`src/hdl/flash_seq_pkg.sv`:
```
// shared constants and types of the serial flash command sequencer
// assumes a 100 MHz system clock; times are kept in printed units
package flash_seq_pkg;
  // system clock period
  localparam int CLK_PERIOD_NS = 10;
  // printed times in their own units
  localparam int T_CSB_NS = 200;
  localparam int T_XFR_US = 250;
  localparam int T_EP_MS = 20;
  localparam int T_P_MS = 14;
  localparam int T_PE_MS = 8;
  localparam int T_BE_MS = 12;
  // longest times in whole cycles, rounded down
  localparam int CSB_CYC = T_CSB_NS / CLK_PERIOD_NS;
  localparam int XFR_CYC = T_XFR_US * 1000 / CLK_PERIOD_NS;
  localparam int EP_CYC = T_EP_MS * 1000000 / CLK_PERIOD_NS;
  localparam int P_CYC = T_P_MS * 1000000 / CLK_PERIOD_NS;
  localparam int PE_CYC = T_PE_MS * 1000000 / CLK_PERIOD_NS;
  localparam int BE_CYC = T_BE_MS * 1000000 / CLK_PERIOD_NS;
  // frame layout in bytes: opcode, address, dummy
  localparam logic [3:0] HDR_STATUS = 4'h1;
  localparam logic [3:0] HDR_ADDR = 4'h4;
  localparam logic [3:0] HDR_BUF = 4'h5;
  localparam logic [3:0] HDR_ARRAY = 4'h8;
  localparam logic [3:0] BYTE_CNT_MAX = 4'hf;
  localparam logic [2:0] BIT_LAST = 3'h7;
  // address field positions, spare bit 23 ignored
  localparam int PAGE_ADDR_MSB = 22;
  localparam int PAGE_ADDR_LSB = 10;
  localparam int BYTE_ADDR_MSB = 9;
  // low bits of the status byte
  localparam logic [6:0] STATUS_LOW = 7'h00;
  // read opcodes, inactive-polarity set then spi set
  localparam logic [7:0] OP_CAR_A = 8'h68;
  localparam logic [7:0] OP_CAR_S = 8'he8;
  localparam logic [7:0] OP_PRD_A = 8'h52;
  localparam logic [7:0] OP_PRD_S = 8'hd2;
  localparam logic [7:0] OP_B1R_A = 8'h54;
  localparam logic [7:0] OP_B1R_S = 8'hd4;
  localparam logic [7:0] OP_B2R_A = 8'h56;
  localparam logic [7:0] OP_B2R_S = 8'hd6;
  localparam logic [7:0] OP_STA_A = 8'h57;
  localparam logic [7:0] OP_STA_S = 8'hd7;
  // opcodes starting internal work or carrying data
  localparam logic [7:0] OP_XFR1 = 8'h53;
  localparam logic [7:0] OP_XFR2 = 8'h55;
  localparam logic [7:0] OP_CMP1 = 8'h60;
  localparam logic [7:0] OP_CMP2 = 8'h61;
  localparam logic [7:0] OP_EP1 = 8'h83;
  localparam logic [7:0] OP_EP2 = 8'h86;
  localparam logic [7:0] OP_MP1 = 8'h82;
  localparam logic [7:0] OP_MP2 = 8'h85;
  localparam logic [7:0] OP_RW1 = 8'h58;
  localparam logic [7:0] OP_RW2 = 8'h59;
  localparam logic [7:0] OP_PG1 = 8'h88;
  localparam logic [7:0] OP_PG2 = 8'h89;
  localparam logic [7:0] OP_PER = 8'h81;
  localparam logic [7:0] OP_BER = 8'h50;
  localparam logic [7:0] OP_BW1 = 8'h84;
  localparam logic [7:0] OP_BW2 = 8'h87;
  // decoded command classes
  typedef enum logic [3:0] {
    CMD_NONE, CMD_CAR, CMD_PAGE_RD, CMD_BUF1_RD, CMD_BUF2_RD,
    CMD_STATUS, CMD_XFR, CMD_EP, CMD_PROG, CMD_PE, CMD_BE, CMD_WRITE
  } cmd_e;
  // address of a command
  typedef struct packed {
    logic [12:0] page;
    logic [9:0] col;
  } addr_s;
endpackage

```
`src/hdl/serial_flash_command_timing.sv`:
```
// serial command front end of a page-organised flash, device side
// assumes pins come from another domain; user logic shares i_sys_clk
//
// Contract
// - busy low within 200 ns of select rise
// - transfer or compare done within 250 us
// - program and erase done within stated times
// - either clock idle level; sample on rise
// - idle low mode 0, idle high mode 3
// - bytes of eight clocks, msb first
// - array read decoded from 68h or e8h
// - page read decoded from 52h or d2h
// - buffer reads from 54h/56h or d4h/d6h
// - status read decoded from 57h or d7h
// - address is spare, 13-bit page, 10-bit column
`timescale 1ns/100ps
module serial_flash_command_timing #(
  parameter int XFR_CYCLES = flash_seq_pkg::XFR_CYC,
  parameter int EP_CYCLES = flash_seq_pkg::EP_CYC,
  parameter int P_CYCLES = flash_seq_pkg::P_CYC,
  parameter int PE_CYCLES = flash_seq_pkg::PE_CYC,
  parameter int BE_CYCLES = flash_seq_pkg::BE_CYC,
  parameter int FIFO_DEPTH = 4
) (
  // system
  input wire logic i_sys_clk,
  input wire logic i_rst,
  // serial link pins
  input wire logic i_cs_n,
  input wire logic i_sck,
  input wire logic i_si,
  output logic o_so,
  output logic o_so_oe,
  output logic o_rdy_busy,
  // decoded frame
  output flash_seq_pkg::cmd_e o_cmd,
  output flash_seq_pkg::addr_s o_addr,
  output logic o_clk_idle_high,
  // read data source
  input wire logic [7:0] i_rd_data,
  output logic o_rd_req,
  // write data stream
  output logic [7:0] o_wr_data,
  output logic o_wr_valid,
  input wire logic i_wr_ready,
  output logic o_wr_overrun
);
  import flash_seq_pkg::*;

  // the busy counter is sized by the longest operation
  localparam int BUSY_W = $clog2(EP_CYCLES + 1);
  localparam int CSB_LIM = CSB_CYC;
  if (XFR_CYCLES < 1 || P_CYCLES < 1 || PE_CYCLES < 1 ||
      BE_CYCLES < 1 || XFR_CYCLES > EP_CYCLES ||
      P_CYCLES > EP_CYCLES || PE_CYCLES > EP_CYCLES ||
      BE_CYCLES > EP_CYCLES) begin : g_bad_cycles
    $error("operation cycle counts must be 1..EP_CYCLES");
  end

  // pin synchronisers: cs, sck, si
  logic [2:0] pin_meta_reg;  // first stage, read only by second
  logic [2:0] pin_sync_reg;  // second stage
  logic sck_prev_reg;  // sck one cycle back
  logic cs_prev_reg;  // cs one cycle back
  wire cs_s = pin_sync_reg[2];
  wire sck_s = pin_sync_reg[1];
  wire si_s = pin_sync_reg[0];
  wire cs_act = ~cs_s;  // select low
  wire cs_fall = cs_prev_reg & ~cs_s;
  wire cs_rise = ~cs_prev_reg & cs_s;
  wire sck_rise = sck_s & ~sck_prev_reg;
  wire sck_fall = ~sck_s & sck_prev_reg;

  // frame state
  logic [2:0] bit_cnt_reg;  // rising edges within the byte
  logic [3:0] byte_cnt_reg;  // whole bytes in frame, saturating
  logic [7:0] rx_sh_reg;  // incoming bits
  logic [15:0] addr_sh_reg;  // first two address bytes
  cmd_e cmd_reg;  // decoded opcode
  addr_s addr_reg;  // decoded address
  logic mode_reg;  // clock level at select fall
  logic [7:0] tx_sh_reg;  // outgoing bits
  logic tx_on_reg;  // output driven
  logic busy_reg;  // internal operation running
  logic [BUSY_W-1:0] busy_cnt_reg;  // cycles left
  logic overrun_reg;  // write byte lost

  // byte assembly, msb first
  wire [7:0] rx_byte = {rx_sh_reg[6:0], si_s};
  wire bit_step = sck_rise & cs_act;
  wire byte_done = bit_step & (bit_cnt_reg == BIT_LAST);
  wire [23:0] addr_full = {addr_sh_reg, rx_byte};

  // opcode decode, both opcode sets accepted
  function automatic cmd_e decode(input logic [7:0] op);
    case (op)
      OP_CAR_A, OP_CAR_S: decode = CMD_CAR;
      OP_PRD_A, OP_PRD_S: decode = CMD_PAGE_RD;
      OP_B1R_A, OP_B1R_S: decode = CMD_BUF1_RD;
      OP_B2R_A, OP_B2R_S: decode = CMD_BUF2_RD;
      OP_STA_A, OP_STA_S: decode = CMD_STATUS;
      OP_XFR1, OP_XFR2, OP_CMP1, OP_CMP2: decode = CMD_XFR;
      OP_EP1, OP_EP2, OP_MP1, OP_MP2, OP_RW1, OP_RW2: decode = CMD_EP;
      OP_PG1, OP_PG2: decode = CMD_PROG;
      OP_PER: decode = CMD_PE;
      OP_BER: decode = CMD_BE;
      OP_BW1, OP_BW2: decode = CMD_WRITE;
      default: decode = CMD_NONE;
    endcase
  endfunction

  // worst-case duration of the operation a command starts
  function automatic logic [BUSY_W-1:0] dur_of(input cmd_e c);
    case (c)
      CMD_XFR: dur_of = BUSY_W'(XFR_CYCLES);
      CMD_EP: dur_of = BUSY_W'(EP_CYCLES);
      CMD_PROG: dur_of = BUSY_W'(P_CYCLES);
      CMD_PE: dur_of = BUSY_W'(PE_CYCLES);
      CMD_BE: dur_of = BUSY_W'(BE_CYCLES);
      default: dur_of = '0;
    endcase
  endfunction

  // command classes
  wire is_status = cmd_reg == CMD_STATUS;
  wire is_array = cmd_reg == CMD_CAR || cmd_reg == CMD_PAGE_RD;
  wire is_buf = cmd_reg == CMD_BUF1_RD || cmd_reg == CMD_BUF2_RD;
  wire is_read = is_status | is_array | is_buf;
  // header length before read data, dummies included
  wire [3:0] hdr_len = is_status ? HDR_STATUS :
                       is_array ? HDR_ARRAY : HDR_BUF;
  wire [BUSY_W-1:0] op_dur = dur_of(cmd_reg);
  // start an operation at frame end once address is complete
  wire op_start = cs_rise & (byte_cnt_reg >= HDR_ADDR) &
                  (op_dur != '0) & ~busy_reg;
  // output byte load and shift on falling clock
  wire tx_phase = is_read & (byte_cnt_reg >= hdr_len);
  wire tx_load = sck_fall & cs_act & tx_phase & (bit_cnt_reg == '0);
  wire tx_shift = sck_fall & cs_act & tx_on_reg & (bit_cnt_reg != '0);
  wire [7:0] tx_byte = is_status ? {~busy_reg, STATUS_LOW} : i_rd_data;
  // write data goes to the stream after the address
  wire wr_push = byte_done & ~is_read & (byte_cnt_reg >= HDR_ADDR);
  wire fifo_in_ready;

  // two-flop capture of the pins
  always_ff @(posedge i_sys_clk) begin
    if (i_rst) begin
      pin_meta_reg <= 3'h7;
      pin_sync_reg <= 3'h7;
      sck_prev_reg <= 1'b1;  // matches the synchroniser, no false edge
      cs_prev_reg <= 1'b1;
    end else begin
      pin_meta_reg <= {i_cs_n, i_sck, i_si};
      pin_sync_reg <= pin_meta_reg;
      sck_prev_reg <= sck_s;
      cs_prev_reg <= cs_s;
    end
  end

  // bit and byte counting, sampling on rising clock
  always_ff @(posedge i_sys_clk) begin
    if (i_rst || cs_fall) begin
      bit_cnt_reg <= '0;
      byte_cnt_reg <= '0;
      rx_sh_reg <= '0;
    end else if (bit_step) begin
      bit_cnt_reg <= bit_cnt_reg + 3'h1;
      rx_sh_reg <= rx_byte;
      if (byte_done && byte_cnt_reg != BYTE_CNT_MAX)
        byte_cnt_reg <= byte_cnt_reg + 4'h1;
    end
  end

  // clock idle level caught at select fall
  always_ff @(posedge i_sys_clk) begin
    if (i_rst) mode_reg <= 1'b0;
    else if (cs_fall) mode_reg <= sck_s;
  end

  // opcode and address capture
  always_ff @(posedge i_sys_clk) begin
    if (i_rst) begin
      cmd_reg <= CMD_NONE;
      addr_sh_reg <= '0;
      addr_reg <= '0;
    end else if (cs_fall) begin
      cmd_reg <= CMD_NONE;
    end else if (byte_done && !is_status) begin
      if (byte_cnt_reg == '0)
        cmd_reg <= decode(rx_byte);
      else if (byte_cnt_reg < HDR_ADDR - 4'h1)
        addr_sh_reg <= addr_full[15:0];
      else if (byte_cnt_reg == HDR_ADDR - 4'h1) begin
        // spare top bit dropped
        addr_reg.page <= addr_full[PAGE_ADDR_MSB:PAGE_ADDR_LSB];
        addr_reg.col <= addr_full[BYTE_ADDR_MSB:0];
      end
    end
  end

  // serial output, changes on falling clock
  always_ff @(posedge i_sys_clk) begin
    if (i_rst || cs_rise || cs_fall) begin
      tx_sh_reg <= '0;
      tx_on_reg <= 1'b0;
    end else if (tx_load) begin
      tx_sh_reg <= tx_byte;
      tx_on_reg <= 1'b1;
    end else if (tx_shift) begin
      tx_sh_reg <= {tx_sh_reg[6:0], 1'b0};
    end
  end

  // busy timer of the internal operation
  always_ff @(posedge i_sys_clk) begin
    if (i_rst) begin
      busy_reg <= 1'b0;
      busy_cnt_reg <= '0;
    end else if (op_start) begin
      busy_reg <= 1'b1;
      busy_cnt_reg <= op_dur - 1'b1;
    end else if (busy_reg) begin
      if (busy_cnt_reg == '0) busy_reg <= 1'b0;
      else busy_cnt_reg <= busy_cnt_reg - 1'b1;
    end
  end

  // lost write byte, held until the next frame
  always_ff @(posedge i_sys_clk) begin
    if (i_rst) overrun_reg <= 1'b0;
    else if (wr_push && !fifo_in_ready) overrun_reg <= 1'b1;
    else if (cs_fall) overrun_reg <= 1'b0;
  end

  // write data buffer towards the user
  stream_fifo #(
    .WIDTH(8),
    .DEPTH(FIFO_DEPTH)
  ) u_wr_fifo (
    .i_sys_clk(i_sys_clk),
    .i_rst(i_rst),
    .i_in_valid(wr_push),
    .i_in_data(rx_byte),
    .o_in_ready(fifo_in_ready),
    .o_out_valid(o_wr_valid),
    .o_out_data(o_wr_data),
    .i_out_ready(i_wr_ready)
  );

  // outputs
  assign o_so = tx_sh_reg[7];
  assign o_so_oe = tx_on_reg & cs_act;
  assign o_rdy_busy = ~busy_reg;
  assign o_cmd = cmd_reg;
  assign o_addr = addr_reg;
  assign o_clk_idle_high = mode_reg;
  assign o_rd_req = tx_load & ~is_status;
  assign o_wr_overrun = overrun_reg;
endmodule

```
`src/hdl/stream_fifo.sv`:
```
// small first-in first-out buffer with valid/ready on both sides
// assumes one clock and a synchronous active-high reset
`timescale 1ns/100ps
module stream_fifo #(
  parameter int WIDTH = 8,
  parameter int DEPTH = 4
) (
  // clock and reset
  input wire logic i_sys_clk,
  input wire logic i_rst,
  // filling side
  input wire logic i_in_valid,
  input wire logic [WIDTH-1:0] i_in_data,
  output logic o_in_ready,
  // draining side
  output logic o_out_valid,
  output logic [WIDTH-1:0] o_out_data,
  input wire logic i_out_ready
);
  localparam int AW = $clog2(DEPTH);
  // depth must be a power of two of at least two
  if (DEPTH < 2 || (1 << AW) != DEPTH) begin : g_bad_depth
    $error("fifo depth must be a power of two");
  end
  logic [WIDTH-1:0] mem_reg [DEPTH];  // storage words
  logic [AW:0] wr_ptr_reg;  // write pointer with wrap bit
  logic [AW:0] rd_ptr_reg;  // read pointer with wrap bit
  wire full = (wr_ptr_reg ^ rd_ptr_reg) == {1'b1, {AW{1'b0}}};
  wire empty = wr_ptr_reg == rd_ptr_reg;
  wire push = i_in_valid & ~full;
  wire pop = o_out_valid & i_out_ready;
  assign o_in_ready = ~full;
  assign o_out_valid = ~empty;
  assign o_out_data = mem_reg[rd_ptr_reg[AW-1:0]];
  // pointer update
  always_ff @(posedge i_sys_clk) begin
    if (i_rst) begin
      wr_ptr_reg <= '0;
      rd_ptr_reg <= '0;
    end else begin
      if (push) wr_ptr_reg <= wr_ptr_reg + 1'b1;
      if (pop) rd_ptr_reg <= rd_ptr_reg + 1'b1;
    end
  end
  // word store
  always_ff @(posedge i_sys_clk) begin
    if (push) mem_reg[wr_ptr_reg[AW-1:0]] <= i_in_data;
  end
endmodule

```
`config.mk`:
```
export PLATFORM = sky130hd
export DESIGN_NAME = serial_flash_command_timing
export DESIGN_NICKNAME = d
export VERILOG_FILES = /design/src/hdl/flash_seq_pkg.sv /design/src/hdl/serial_flash_command_timing.sv /design/src/hdl/stream_fifo.sv
export SDC_FILE = /design/constraint.sdc
export NUM_CORES = 1
export LEC_CHECK = 0
export ABC_AREA = 1
export BUFFER_PORTS_ARGS = -buffer_cell sky130_fd_sc_hd__buf_2
export CELL_PAD_IN_SITES_DETAIL_PLACEMENT = 0
export CELL_PAD_IN_SITES_GLOBAL_PLACEMENT = 1
export CORE_ASPECT_RATIO = 1.5
export CORE_MARGIN = 2
export CORE_UTILIZATION = 44
export CTS_CLUSTER_DIAMETER = 200
export DETAILED_ROUTE_END_ITERATION = 10
export PLACE_DENSITY_LB_ADDON = 0.08
export REMOVE_ABC_BUFFERS = 1
export SLEW_MARGIN = 20
export SYNTH_ARGS = -nofsm -noshare
export SYNTH_HDL_FRONTEND = slang
export SYNTH_SLANG_ARGS = --single-unit
export TNS_END_PERCENT = 30
```
`constraint.sdc`:
```
create_clock -name i_sys_clk -period 2.7 [get_ports i_sys_clk]
set_input_delay 0.675 -clock i_sys_clk [delete_from_list [all_inputs] [get_ports i_sys_clk]]
set_output_delay 0.675 -clock i_sys_clk [all_outputs]
set_load 0.02 [all_outputs]
```
# Word level (Yosys, flattened, before mapping)
# Memory sizes are Yosys's and may differ from the RTL's. A register that Yosys moved wholly into a read port is not among the register bits.
# Cells that the tools add are included.
dict set report word_totals {
  ff_bits 103
  ramBits 32
  in_bits 14
  word_cells 158
  mem_count 1
}
dict set report classes {
  addsub 6
  order_cmp 3
  n_eq_ne 42
  muxes 19
  bitwise_logic 36
  n_reduce_logical 32
}
# memory depth width read_ports rd_clocked_by_memory_dff wr line_no
set mem_list {}
lappend mem_list {u_wr_fifo.mem_reg 4 8 1 1 1 stream_fifo.sv:25} ;# logic [WIDTH-1:0] mem_reg [DEPTH];
# operator count
set op_table {}
lappend op_table {{$eq A8 B8 Y1 const B} 14}
lappend op_table {{$pmux W21 S5} 1}
lappend op_table {{$eq A8 B7 Y1 const B} 12}
lappend op_table {{$mux W21} 3}
lappend op_table {{$pmux W4 S11} 1}
lappend op_table {{$sub A21 B1 Y21 const B} 2}
lappend op_table {{$mux W8} 3}
lappend op_table {{$and A1 B1 Y1} 21}
lappend op_table {{$logic_not A21 Y1} 1}
lappend op_table {{$reduce_bool A21 Y1} 1}
lappend op_table {{$eq A4 B3 Y1 const B} 4}
lappend op_table {{$reduce_or A2 Y1} 8}
lappend op_table {{$eq A4 B2 Y1 const B} 3}
lappend op_table {{$eq A4 B4 Y1 const B} 3}
lappend op_table {{$not A1 Y1} 12}
lappend op_table {{$add A3 B1 Y3 const B} 3}
lappend op_table {{$mux W4} 2}
lappend op_table {{$mux W1} 7}
lappend op_table {{$eq A3 B3 Y1 const B} 2}
lappend op_table {{$reduce_and A2 Y1} 3}
lappend op_table {{$reduce_bool A2 Y1} 3}
lappend op_table {{$reduce_or A6 Y1} 1}
lappend op_table {{$logic_or A1 B1 Y1} 5}
lappend op_table {{$reduce_and A5 Y1} 1}
lappend op_table {{other kinds (18)} 22}

# Logic depth before layout (Yosys ltp)
# Gate-level depths: netlist (run 1).
dict set report depth {
  word_depth 10
  ltp_mapped 16
  ltp_nobuf 15
}

# By module
# A second synthesis (run 1) with hierarchy kept.
dict set report hier_totals {
  cells_unflattened 832
  area_unflattened_um2 6610.1
}
# module instances cells_each area_per_inst_um2 seq_area_each_um2
set modules_own_cells {}
lappend modules_own_cells {serial_flash_command_timing 1 683 4918.5 1941.9}
lappend modules_own_cells {stream_fifo 1 149 1691.6 1121.1}

# Least setup slack after synthesis (run 1)
# No wires, ideal clock.
dict set report synth_path {
  kind {register -> output}
  start {register cmd_reg[0], in the netlist o_cmd[0]}
  end {output o_rd_req}
  t_arrival_ns 1.793
  required_ns 2.025
  setup_slack_ns 0.232
  path_stages_with_launch 14
  path_buffers 0
  cell_sequence {dfxtp_1 inv_1 nor2_1 inv_1 nor2_1 inv_1 nand2_1 ha_1 a21oi_1 o21bai_1 nand2_1 inv_1 nand2_1 clkinv_1}
}
dict set report synth_via {
  elab_chain_len 9
  elab_cells_between_ends 17
}
# element line_no
set synth_lines {}
lappend synth_lines {{from (decl)} serial_flash_command_timing.sv:79} ;# cmd_e cmd_reg;
lappend synth_lines {{from (signal assigned)} serial_flash_command_timing.sv:190} ;# cmd_reg <= decode(rx_byte);
lappend synth_lines {{$eq A4 B1 Y1 or $eq A4 B2 Y1 (tied branches)} serial_flash_command_timing.sv:126} ;# wire is_array = cmd_reg == CMD_CAR || cmd_reg == CMD_PAGE_RD;
lappend synth_lines {{$logic_or A1 B1 Y1} serial_flash_command_timing.sv:126}
lappend synth_lines {{$mux W4} serial_flash_command_timing.sv:131} ;# is_array ? HDR_ARRAY : HDR_BUF;
lappend synth_lines {{$mux W4} serial_flash_command_timing.sv:130} ;# wire [3:0] hdr_len = is_status ? HDR_STATUS :
lappend synth_lines {{$ge A4 B4 Y1} serial_flash_command_timing.sv:137} ;# wire tx_phase = is_read & (byte_cnt_reg >= hdr_len);
lappend synth_lines {{$and A1 B1 Y1} serial_flash_command_timing.sv:137}
lappend synth_lines {{$and A1 B1 Y1 (2 in a row)} serial_flash_command_timing.sv:138} ;# wire tx_load = sck_fall & cs_act & tx_phase & (bit_cnt_reg == '0);
lappend synth_lines {{$and A1 B1 Y1 (*)} serial_flash_command_timing.sv:257} ;# assign o_rd_req = tx_load & ~is_status;
lappend synth_lines {{to (decl)} serial_flash_command_timing.sv:41} ;# output logic o_rd_req,
# Every way passes the cells marked *; elsewhere a longest branch is shown, timed or not.

# Worst setup path in the final report (run 1)
# Ends and elaborated chain as after synthesis.

==> out/qor.yml, run 1 <==
core_area_mm2: 0.0145
r2r_slack_ns: 0.37
synth_cells: 826
wl_per_cell_um: 14.9
grt_pass1_vias: 5705
rows: 54
initial_utilization: 0.449
p_leak_nw: 3.60
synth_top_family_by_area: "simple AND/OR/NAND/NOR gates"
finalWirelength_mm: 16.6
drv_slew: 0
yosys-top-cells-area: "dfxtp_1 (32%), edfxtp_1 (15%), nand2_1 (6.9%), nor2_1 (6.2%), o21ai_0 (6.0%)"
place_inst: 1075
insertion_delay_ns: 0.41
synth_xor_xnor_area_share: 0.00806
drcViolationCount: 0
ant_nets: 0
cts.sinks: 137
ys_seq_area_frac: 0.470
antenna_found_initial: 0
end_kind: "primary output"
die_width_um: 103
cts_max_level: 4
fin_worst_skew_ns: 0.0139
n_fill_cell: 1418
ys_types: 43
post-route-period-util: 1.00
place.gp.congestion: 0.839
synth_warnings: 0
cts_buffers: 17
power_density_mw_per_mm2: 596
synth-seq-cells: 137
hold_ws_ns: 0.408
synthMuxAreaShare: 0
avgSynthCellArea_um2: 7.89
io_buffers: 55
die_area_mm2: 0.0158
cts.hold.buffers_added: 0
holdPathStages: 1
synthToLayoutAreaGrowth_pct: 20.8
syn_area_mm2: 0.00652
placed_cell_area_mm2: 0.00711
setup_viol: 1
hold_class: "reg2reg"
yosys.area_share.simple: 0.280
drv_cap: 0
max_freq_mhz: 370
hpwl_mm: 12.0
seq_area_mm2: 0.00308
failed_checks: "negative setup slack"
largest_register_ffs: 32
fin_crit_ns: 2.70
power_w: 0.00470
hold_violations: 0
num_vias: 5746
grt_max_degree: 42
insertedDiodeCount: 0
first_pass_iters: 5
synth.top_cell.area_share: 0.323
grt-ovfl-total: 0
critical_path_class: "reg2out"
worst_slew_pin_slew_ns: 0.496
cpMostUsedCell: "inv_2"
grtUsageTotal: 0.222
io_pins: 56
cts_root_buf: "clkbuf_16"
nets: 932
slowest_stage: "dfxtp_4"
endpoint: "o_rd_req"
rr_startpoint: "byte_cnt_reg[2]"
clk_pin_slew_ns: 0.06
cts_buffer_depth: 2
cp.required_ns: 2.03
synth-compound-area-share: 0.144
ff2ff_path_depth: 13
ir_drop_v: 0.000369
start_kind: "register"
grt_pass1_wl_mm: 27.5
worst-path-max-fanout: 4
vias_per_cell: 5.16
final_cells: 1113
cts_tree: "yes"
yosysTopAreaCell: "dfxtp_1"
cpPeakStageDelay_ns: 0.37
rr_endpoint: "busy_cnt_reg[16]"
rsz0062_at_grt: "true"
drt_iter0_drc: 194
status: "finished, violations left"
crit_arrival_ns: 2.03
worst_slack_ns: -0.00384
maxSlewHeadroom: 0.666
final_cell_area_mm2: 0.00787
crit_path_start: "o_cmd[0]"
multi_input_area_mm2: 0.00307
die_y_um: 153
path_cells: "nor2_4 > inv_2 > nand3_4 > ha_4 > nand3b_1 > a21oi_2 > o21bai_1 > nand2_1 > inv_2 > nand2_2 > clkinv_2 > buf_6"
synth_adder_area_share: 0.0269
drive_above_1_share: 0.217
## through the flow
step                       util  setup TNS [ns]  worst slack, ns
final                     0.542        -0.00384         -0.00384
after global routing      0.542         -0.0951          -0.0951
after CTS                 0.540         -0.0385          -0.0385
after detailed placement  0.490               0            0.209
after global placement    0.490               0            0.261
after floorplan               -               0           0.0824
## worst max-delay path: cells and delay by family, from the launching register on
kind | cells | cell delay, ns
and+or+nand+nor | 5 | 0.56
DFF | 1 | 0.37
buffers and inverters | 4 | 0.29
adders and majority gates | 1 | 0.20
AOI/OAI and AO/OA | 2 | 0.20
## per-layer routing
layer,global-route usage,routed length [µm],share of wire,up-vias
met5,0,0,0,-
met4,0.0752,372,0.022,0
met3,0.0370,372,0.022,26
met2,0.392,8870,0.53,91
met1,0.266,7000,0.42,2692
li1,-,-,-,2937
## kinds of logic after synthesis
group / after synthesis
xor+xnor: 6
simple gates: 379
compound gates: 171
flops: 137
buf+inv: 119
fa+ha+maj: 14
## layout by cell type, fill, tap and decap left out, types with 3 or more instances in the layout
cell and n:
buf_2 54, edfxtp_1 32, nand4_1 8, nor2_4 12, nor4_1 18, o22ai_1 8
inv_6 5, inv_2 8, nor2_1 104, nand3_1 44, dfxtp_4 4, nand2_2 22
a211oi_1 14, nor3_1 22, nand2_1 116, a21oi_1 49, nor2_2 10, or2_2 8
inv_1 81, o21ai_0 78, a31oi_1 4, nand3b_1 3, o21ai_1 7, ha_1 12
clkbuf_16 18, nand2_4 5, dfxtp_1 101, buf_4 31, xnor2_1 5
## worst min-delay path by stage
stage | start | endpoint | slack [ns]
global route | i_sck | pin_meta_reg[1] | 0.43
detailed placement | pin_meta_reg[2] | pin_sync_reg[2] | 0.40
global placement | pin_meta_reg[1] | pin_sync_reg[1] | 0.39
CTS | pin_meta_reg[2] | pin_sync_reg[2] | 0.41
floorplan | pin_meta_reg[0] | pin_sync_reg[0] | 0.39
finish | pin_meta_reg[2] | pin_sync_reg[2] | 0.41
## cell usage after synthesis (all sizes together)
library cell  count
nand2           143
o21ai            86
o21a              1
inv              90
o21ba             1
or2               8
a32o              1
nand3b            3
a32oi             1
o31ai             1
o21bai            1
nor4             18
xor2              1
nand3            46
ha               14
clkinv            2
buf               9
nor2            127
clkbuf           18
a31oi             4
o22ai             8
nor3             24
dfxtp           105
nor3b             2
o211ai            2
edfxtp           32
a211oi           14
xnor2             5
a21oi            51
nand4             8
## repair_timing
item / CTS / global route
resized for setup: 29 / 5
pin swaps: 8 / 6
setup endpoints to repair: 1 / 1
buffers inserted: 5 / 1
## power by group
part | internal, W | switching (W) | leakage, nW
clock network | 0.00145 | 0.000961 | 0.295
logic | 0.0000582 | 0.000119 | 2.10
registers | 0.00210 | 0.0000140 | 1.21
total | 0.00360 | 0.00109 | 3.60
## cell type report
cell class / instances / area share
Sequential cell: 137 / 0.391
Inverter: 92 / 0.0443
Multi-Input combinational cell: 570 / 0.391
Timing Repair Buffer: 86 / 0.0653
Clock inverter: 13 / 0.0199
Clock buffer: 19 / 0.0577
Tap cell: 196 / 0.0312
Note: power is estimated with default switching activity, not from simulation.
==> inputs of run 2 (changes only) <==
--- a/config.mk
+++ b/config.mk
@@ -11,7 +11,7 @@
 export CELL_PAD_IN_SITES_GLOBAL_PLACEMENT = 1
 export CORE_ASPECT_RATIO = 1.5
 export CORE_MARGIN = 2
-export CORE_UTILIZATION = 44
+export CORE_UTILIZATION = 48
 export CTS_CLUSTER_DIAMETER = 200
 export DETAILED_ROUTE_END_ITERATION = 10
 export PLACE_DENSITY_LB_ADDON = 0.08
==> constraint.sdc (replaced) <==
create_clock -name i_sys_clk -period 3.3 [get_ports i_sys_clk]
set_input_delay 0.825 -clock i_sys_clk [delete_from_list [all_inputs] [get_ports i_sys_clk]]
set_output_delay 0.825 -clock i_sys_clk [all_outputs]
set_load 0.02 [all_outputs]
==> run 2 against run 1 <==
Against the previous run:
- utilization increased by 2.3 points
- die area decreased by 8.1%
- the flow now finishes without violations
- worst setup slack improved by 0.20 ns
- total power decreased by 20%
- first-iteration DRC count increased by 21%
- clock power decreased by 22%
- sequential share of layout area increased by 1.4 points
==> out/qor.yml, run 2 (same netlist as run 1, synthesis figures left out) <==
holdPathStages: 1  # unchanged
first_pass_iters: 4  # was 5
io_pins: 56  # unchanged
drcViolationCount: 0  # unchanged
critical_path_class: "reg2out"  # unchanged
power_density_mw_per_mm2: 495  # was 596 mW/mm²
die_width_um: 99.1  # was 103 µm
grt_pass1_wl_mm: 25.6  # was 27.5 mm
final_common_cell: "nand2_1"  # unchanged
grt-ovfl-total: 0  # unchanged
largest_register_ffs: 32  # unchanged
max_freq_mhz: 322
vias_per_cell: 5.29  # was 5.16
seq_area_mm2: 0.00307  # was 0.00308 mm²
wl_per_cell_um: 14.8  # was 14.9 µm
fin_crit_ns: 3.11
rsz0062_at_grt: "false"  # was true
n_fill_cell: 1278  # was 1418
worst_slew_pin_slew_ns: 0.626  # was 0.496 ns
pwr-share-seq: 0.461  # was 0.450
ir_drop_v: 0.000316  # was 0.000369 V
hold_class: "reg2reg"  # unchanged
cp.required_ns: 2.47  # was 2.03 ns
p_sw_w: 0.000878  # was 0.00109 W
core_area_mm2: 0.0134  # was 0.0145 mm²
finalWirelength_mm: 15.7  # was 16.6 mm
clk_pin_slew_ns: 0.06  # about the same
rows: 52  # was 54
nets: 914  # was 932
p_comb_frac: 0.038  # about the same
crit_arrival_ns: 2.28  # was 2.03 ns
ant_nets: 0  # unchanged
insertedDiodeCount: 0  # unchanged
die_y_um: 147  # was 153 µm
internal-power_w: 0.00287  # was 0.00360 W
layout_common_cells: "nand2_1 (119), nor2_1 (107), dfxtp_1 (102), inv_1 (87), o21ai_0 (78)"  # was nand2_1 (116), nor2_1 (104), dfxtp_1 (101), inv_1 (81), o21ai_0 (78)
num_vias: 5617  # was 5746
synthToLayoutAreaGrowth_pct: 16.2  # was 20.8%
setup_viol: 0  # was 1
switching_share: 0.234  # was 0.233
drt_iter0_drc: 234  # was 194
worst-path-max-fanout: 8  # was 4
drv_cap: 0  # unchanged
io_buffers: 55  # unchanged
grtUsageTotal: 0.220  # was 0.222
cts_buffer_depth: 2  # unchanged
final_core_util: 0.565  # was 0.542
grt_max_degree: 42  # unchanged
cts_tree: "yes"  # unchanged
cts_buffers: 17  # unchanged
post-route-period-util: 0.941
grt_pass1_vias: 5363  # was 5705
status: "finished, final reports clean"  # was finished, violations left
insertion_delay_ns: 0.42  # was 0.41 ns
hold_violations: 0  # unchanged
p_leak_nw: 3.50  # was 3.60 nW
ff2ff_path_depth: 9  # was 13
cts_root_buf: "clkbuf_16"  # unchanged
drive_above_1_share: 0.182  # was 0.217
start_kind: "register"  # unchanged
multi_input_area_mm2: 0.00300  # was 0.00307 mm²
antenna_found_initial: 0  # unchanged
end_kind: "primary output"  # unchanged
place.gp.congestion: 0.963  # was 0.839
cts.sinks: 137  # unchanged
drv_slew: 0  # unchanged
die_area_mm2: 0.0145  # was 0.0158 mm²
initial_utilization: 0.486  # was 0.449
cts_max_level: 4  # unchanged
clkPwrFrac: 0.500  # was 0.513
fin_worst_skew_ns: 0.0134  # was 0.0139 ns
fin_setup_tns_ns: 0  # was -0.00384 ns
hpwl_mm: 11.5  # was 12.0 mm
maxSlewHeadroom: 0.583  # was 0.666
-- run 2: cell types whose count changed in the layout (fill, tap and decap cells not counted), moves of 2 or more --
| cell | before | now |
|---|---|---|
| buf_4 | 31 | 13 |
| inv_1 | 81 | 87 |
| inv_2 | 8 | 3 |
| dfxtp_4 | 4 | 0 |
| nor2_4 | 12 | 8 |
| dfxtp_2 | 0 | 3 |
| nand2_1 | 116 | 119 |
| nand2_2 | 22 | 19 |
| nor2_1 | 104 | 107 |
| ha_1 | 12 | 14 |
| ha_4 | 2 | 0 |
-- run 2: layout make-up --
cell class                      count  share of cell area
Clock inverter                     13              0.0173
Sequential cell                   137               0.405
Timing Repair Buffer               68              0.0492
Tap cell                          162              0.0268
Multi-Input combinational cell    570               0.396
Clock buffer                       19              0.0600
Inverter                           92              0.0458
-- run 2: path summary, 6_finish.rpt --
check / startpoint / to / slack, ns
worst min-delay path: pin_meta_reg[0] / pin_sync_reg[0] / 0.41
worst max register to register: byte_cnt_reg[0] / addr_sh_reg[4] / 0.84
worst max-delay path: o_cmd[0] / o_rd_req / 0.19
worst min register to register: pin_meta_reg[0] / pin_sync_reg[0] / 0.41
-- run 2: repair_timing --
item | 4_1_cts | 5_1_grt
setup buffers | 0 | 0
gates cloned | 0 | 0
hold buffers | 0 | 0
resized for setup | 1 | 4
setup endpoints to repair | 1 | 1
-- run 2: power by group through the flow --
stage	combinational, W	clock (W)	sequential (W)
after global placement	0.000142	0	0.00177
after global routing	0.000161	0.00199	0.00173
after floorplan	0.0000853	0	0.00177
after CTS	0.000146	0.00191	0.00173
final	0.000144	0.00188	0.00173
after detailed placement	0.000146	0	0.00177
-- run 2: routing by layer --
layer | track usage | vias to the layer above | wire [µm]
met5 | 0 | - | 0
met4 | 0.0767 | 0 | 256
met3 | 0.0433 | 20 | 632
met2 | 0.407 | 125 | 8450
met1 | 0.246 | 2582 | 6360
li1 | - | 2890 | -
-- run 2: worst max-delay path: stages, from the launching register on --
cell and delay, ns:
dfxtp_2 0.37, inv_1 0.09, nor2_1 0.13, inv_1 0.07, nor2_2 0.10, inv_1 0.09, nand2_1 0.07, ha_1 0.22
a21oi_1 0.16, o21bai_1 0.07, nand2_1 0.09, inv_1 0.05, nand2_1 0.07, clkinv_2 0.11, buf_2 0.18
-- run 2: stage by stage --
step           power, W  instances  hold WS (ns)  worst slack [ns]  instance area, µm²
2_1_floorplan   0.00185        799         0.389             0.532                6400
3_3_place_gp    0.00191       1029         0.391             0.558                6980
3_5_place_dp    0.00191       1029         0.400             0.420                6980
4_1_cts         0.00379       1061         0.411            0.0849                7570
5_1_grt         0.00389       1061         0.427            0.0145                7570
6_report        0.00375       1061         0.406             0.195                7570
==> inputs of run 3 (changes only) <==
--- a/config.mk
+++ b/config.mk
@@ -10,8 +10,9 @@
 export CELL_PAD_IN_SITES_DETAIL_PLACEMENT = 0
 export CELL_PAD_IN_SITES_GLOBAL_PLACEMENT = 1
 export CORE_ASPECT_RATIO = 1.5
-export CORE_MARGIN = 2
+export CORE_MARGIN = 4
 export CORE_UTILIZATION = 48
+export CTS_BUF_LIST = sky130_fd_sc_hd__clkbuf_16
 export CTS_CLUSTER_DIAMETER = 200
 export DETAILED_ROUTE_END_ITERATION = 10
 export PLACE_DENSITY_LB_ADDON = 0.08
==> run 3 against run 2 <==
Against the previous run:
- clock-buffer cell count shrank 1
- maximum frequency fell by 1.0%
- design area grew 0.18%
- non-clock buffer count is the same
- sequential power is essentially flat
- global-route usage decreased by 0.94 points
- via count hardly changed
- first-iteration DRC count shrank 7.3%
- total power up 0.37%
- sequential share of layout area decreased by 0.074 points
- critical endpoint unchanged
- largest cell class unchanged
==> out/qor.yml, run 3 (same netlist as run 1, synthesis figures left out) <==
cp.required_ns: 2.47  # about the same
end_kind: "primary output"  # unchanged
post-route-period-util: 0.951  # was 0.941
grt_max_degree: 33  # was 42
io_buffers: 55  # unchanged
grt_pass1_vias: 5267  # was 5363
grt_pass1_wl_mm: 25.6  # about the same
die_area_mm2: 0.0155  # was 0.0145 mm²
place.gp.congestion: 1.01  # was 0.963
drcViolationCount: 0  # unchanged
maxSlewHeadroom: 0.561  # was 0.583
synthToLayoutAreaGrowth_pct: 16.4  # was 16.2%
fin_crit_ns: 3.14  # was 3.11 ns
io_pins: 56  # unchanged
hold_violations: 0  # unchanged
core_area_mm2: 0.0131  # was 0.0134 mm²
nets: 914  # unchanged
r2r_slack_ns: 0.75  # was 0.84 ns
start_kind: "register"  # unchanged
max_freq_mhz: 319  # was 322 MHz
die_width_um: 103  # was 99.1 µm
cts_buffer_depth: 2  # unchanged
grt-ovfl-total: 0  # unchanged
num_vias: 5619  # was 5617
hold_class: "reg2reg"  # unchanged
cpPeakStageDelay_ns: 0.46  # was 0.37 ns
final_common_cell: "nand2_1"  # unchanged
hpwl_mm: 11.5  # about the same
cts_tree: "yes"  # unchanged
worst_slew_pin_slew_ns: 0.657  # was 0.626 ns
drv_slew: 0  # unchanged
cts.sinks: 137  # unchanged
cts_setup_buffers: 0  # unchanged
crit_arrival_ns: 2.31  # was 2.28 ns
ir_drop_v: 0.000372  # was 0.000316 V
p_leak_nw: 3.50  # about the same
preCtsSetupSlack_ns: 0.428  # was 0.420 ns
drt_iter0_drc: 217  # was 234
insertedDiodeCount: 0  # unchanged
first_pass_iters: 4  # unchanged
status: "finished, final reports clean"  # unchanged
cts_max_level: 4  # unchanged
holdPathStages: 1  # unchanged
ant_nets: 0  # unchanged
setup_viol: 0  # unchanged
insertion_delay_ns: 0.41  # was 0.42 ns
wl_per_cell_um: 14.9  # was 14.8 µm
finalWirelength_mm: 15.7  # about the same
power_density_mw_per_mm2: 496  # was 495 mW/mm²
layout_common_cells: "nand2_1 (119), nor2_1 (106), dfxtp_1 (102), inv_1 (88), o21ai_0 (78)"  # was nand2_1 (119), nor2_1 (107), dfxtp_1 (102), inv_1 (87), o21ai_0 (78)
clk_pin_slew_ns: 0.06  # about the same
slowest_stage: "dfxtp_1"  # was dfxtp_2
cts_root_buf: "clkbuf_16"  # unchanged
cts_buffers: 17  # unchanged
ff2ff_path_depth: 5  # was 9
die_y_um: 151  # was 147 µm
grtUsageTotal: 0.210  # was 0.220
worst-path-max-fanout: 8  # unchanged
critical_path_class: "reg2out"  # unchanged
largest_register_ffs: 32  # unchanged
drv_cap: 0  # unchanged
vias_per_cell: 5.31  # was 5.29
path_cells: "nand2_1 > nor2_2 > inv_1 > nand2_1 > ha_1 > a21oi_1 > o21bai_1 > nand2_1 > inv_1 > nand2_1 > clkinv_2 > buf_2"  # was inv_1 > nor2_1 > inv_1 > nor2_2 > inv_1 > nand2_1 > ha_1 > a21oi_1 > o21bai_1 > nand2_1 > inv_1 > nand2_1 > clkinv_2 > buf_2
rows: 51  # was 52
antenna_found_initial: 0  # unchanged
initial_utilization: 0.496  # was 0.486
cpMostUsedCell: "nand2_1"  # was inv_1
fin_worst_skew_ns: 0.0134  # about the same
hold_ws_ns: 0.406  # about the same
worst_slack_ns: 0.163  # was 0.195 ns
drive_above_1_share: 0.184  # was 0.182
-- run 3: changes by cell type in the layout (fill, tap and decap cells not counted) --
cell / before / now
bufinv_16: 1 / 2
clkbuf_1: 1 / 0
clkinv_1: 1 / 2
clkinv_2: 2 / 3
clkinv_4: 0 / 3
inv_1: 87 / 88
inv_4: 1 / 0
inv_6: 6 / 3
inv_8: 2 / 0
nand3_1: 45 / 44
nand3_2: 1 / 2
nor2_1: 107 / 106
nor2_2: 11 / 12
-- run 3: per-stage QoR --
step / TNS [ns] / util / power [W] / instances / instance area [µm²]
global route: -0.0240 / 0.577 / 0.00390 / 1058 / 7590
finish: 0 / 0.577 / 0.00376 / 1058 / 7590
floorplan: 0 / - / 0.00185 / 799 / 6400
detailed placement: 0 / 0.531 / 0.00191 / 1026 / 6980
CTS: 0 / 0.576 / 0.00382 / 1058 / 7570
global placement: 0 / 0.531 / 0.00191 / 1026 / 6980
-- run 3: repair_timing --
| action | 4_1_cts | 5_1_grt |
|---|---|---|
| gates resized for setup | 1 | 6 |
| hold buffers | 0 | 0 |
| setup endpoints to repair | 1 | 1 |
-- run 3: per-layer routing --
layer,up-vias,share of wire,GRT usage,routed length (µm)
li1,2890,-,-,-
met4,0,0.019,0.0797,303
met1,2573,0.41,0.236,6450
met3,25,0.038,0.0445,603
met2,131,0.53,0.381,8370
met5,-,0,0,0
-- run 3: final cells by class --
cell class	count	area [µm²]
fillers	1240	5560
flip-flops and latches	137	3070
clock inverters	14	145
repair buffers	68	373
clock buffers	18	450
multi-input cells	570	3010
inverters	92	347
well taps	159	199
-- run 3: worst paths after layout --
path | endpoint | start
max | o_rd_req | o_cmd[2]
min reg2reg | pin_sync_reg[0] | pin_meta_reg[0]
max reg2reg | u_wr_fifo.mem_reg[1][7] | pin_sync_reg[2]
min | pin_sync_reg[0] | pin_meta_reg[0]
-- run 3: critical path: cells and delay by family (launching register included) --
kind | cells | cell delay [ns]
compound gates | 2 | 0.22
fa+ha+maj | 1 | 0.23
buf+inv | 4 | 0.44
flops | 1 | 0.46
simple gates | 5 | 0.55
-- run 3: report_power, final --
part / leakage (nW) / switching [W] / internal (W)
clock: 0.291 / 0.000728 / 0.00116
combinational: 2.01 / 0.0000960 / 0.0000484
sequential: 1.20 / 0.0000115 / 0.00172
total: 3.50 / 0.000836 / 0.00293
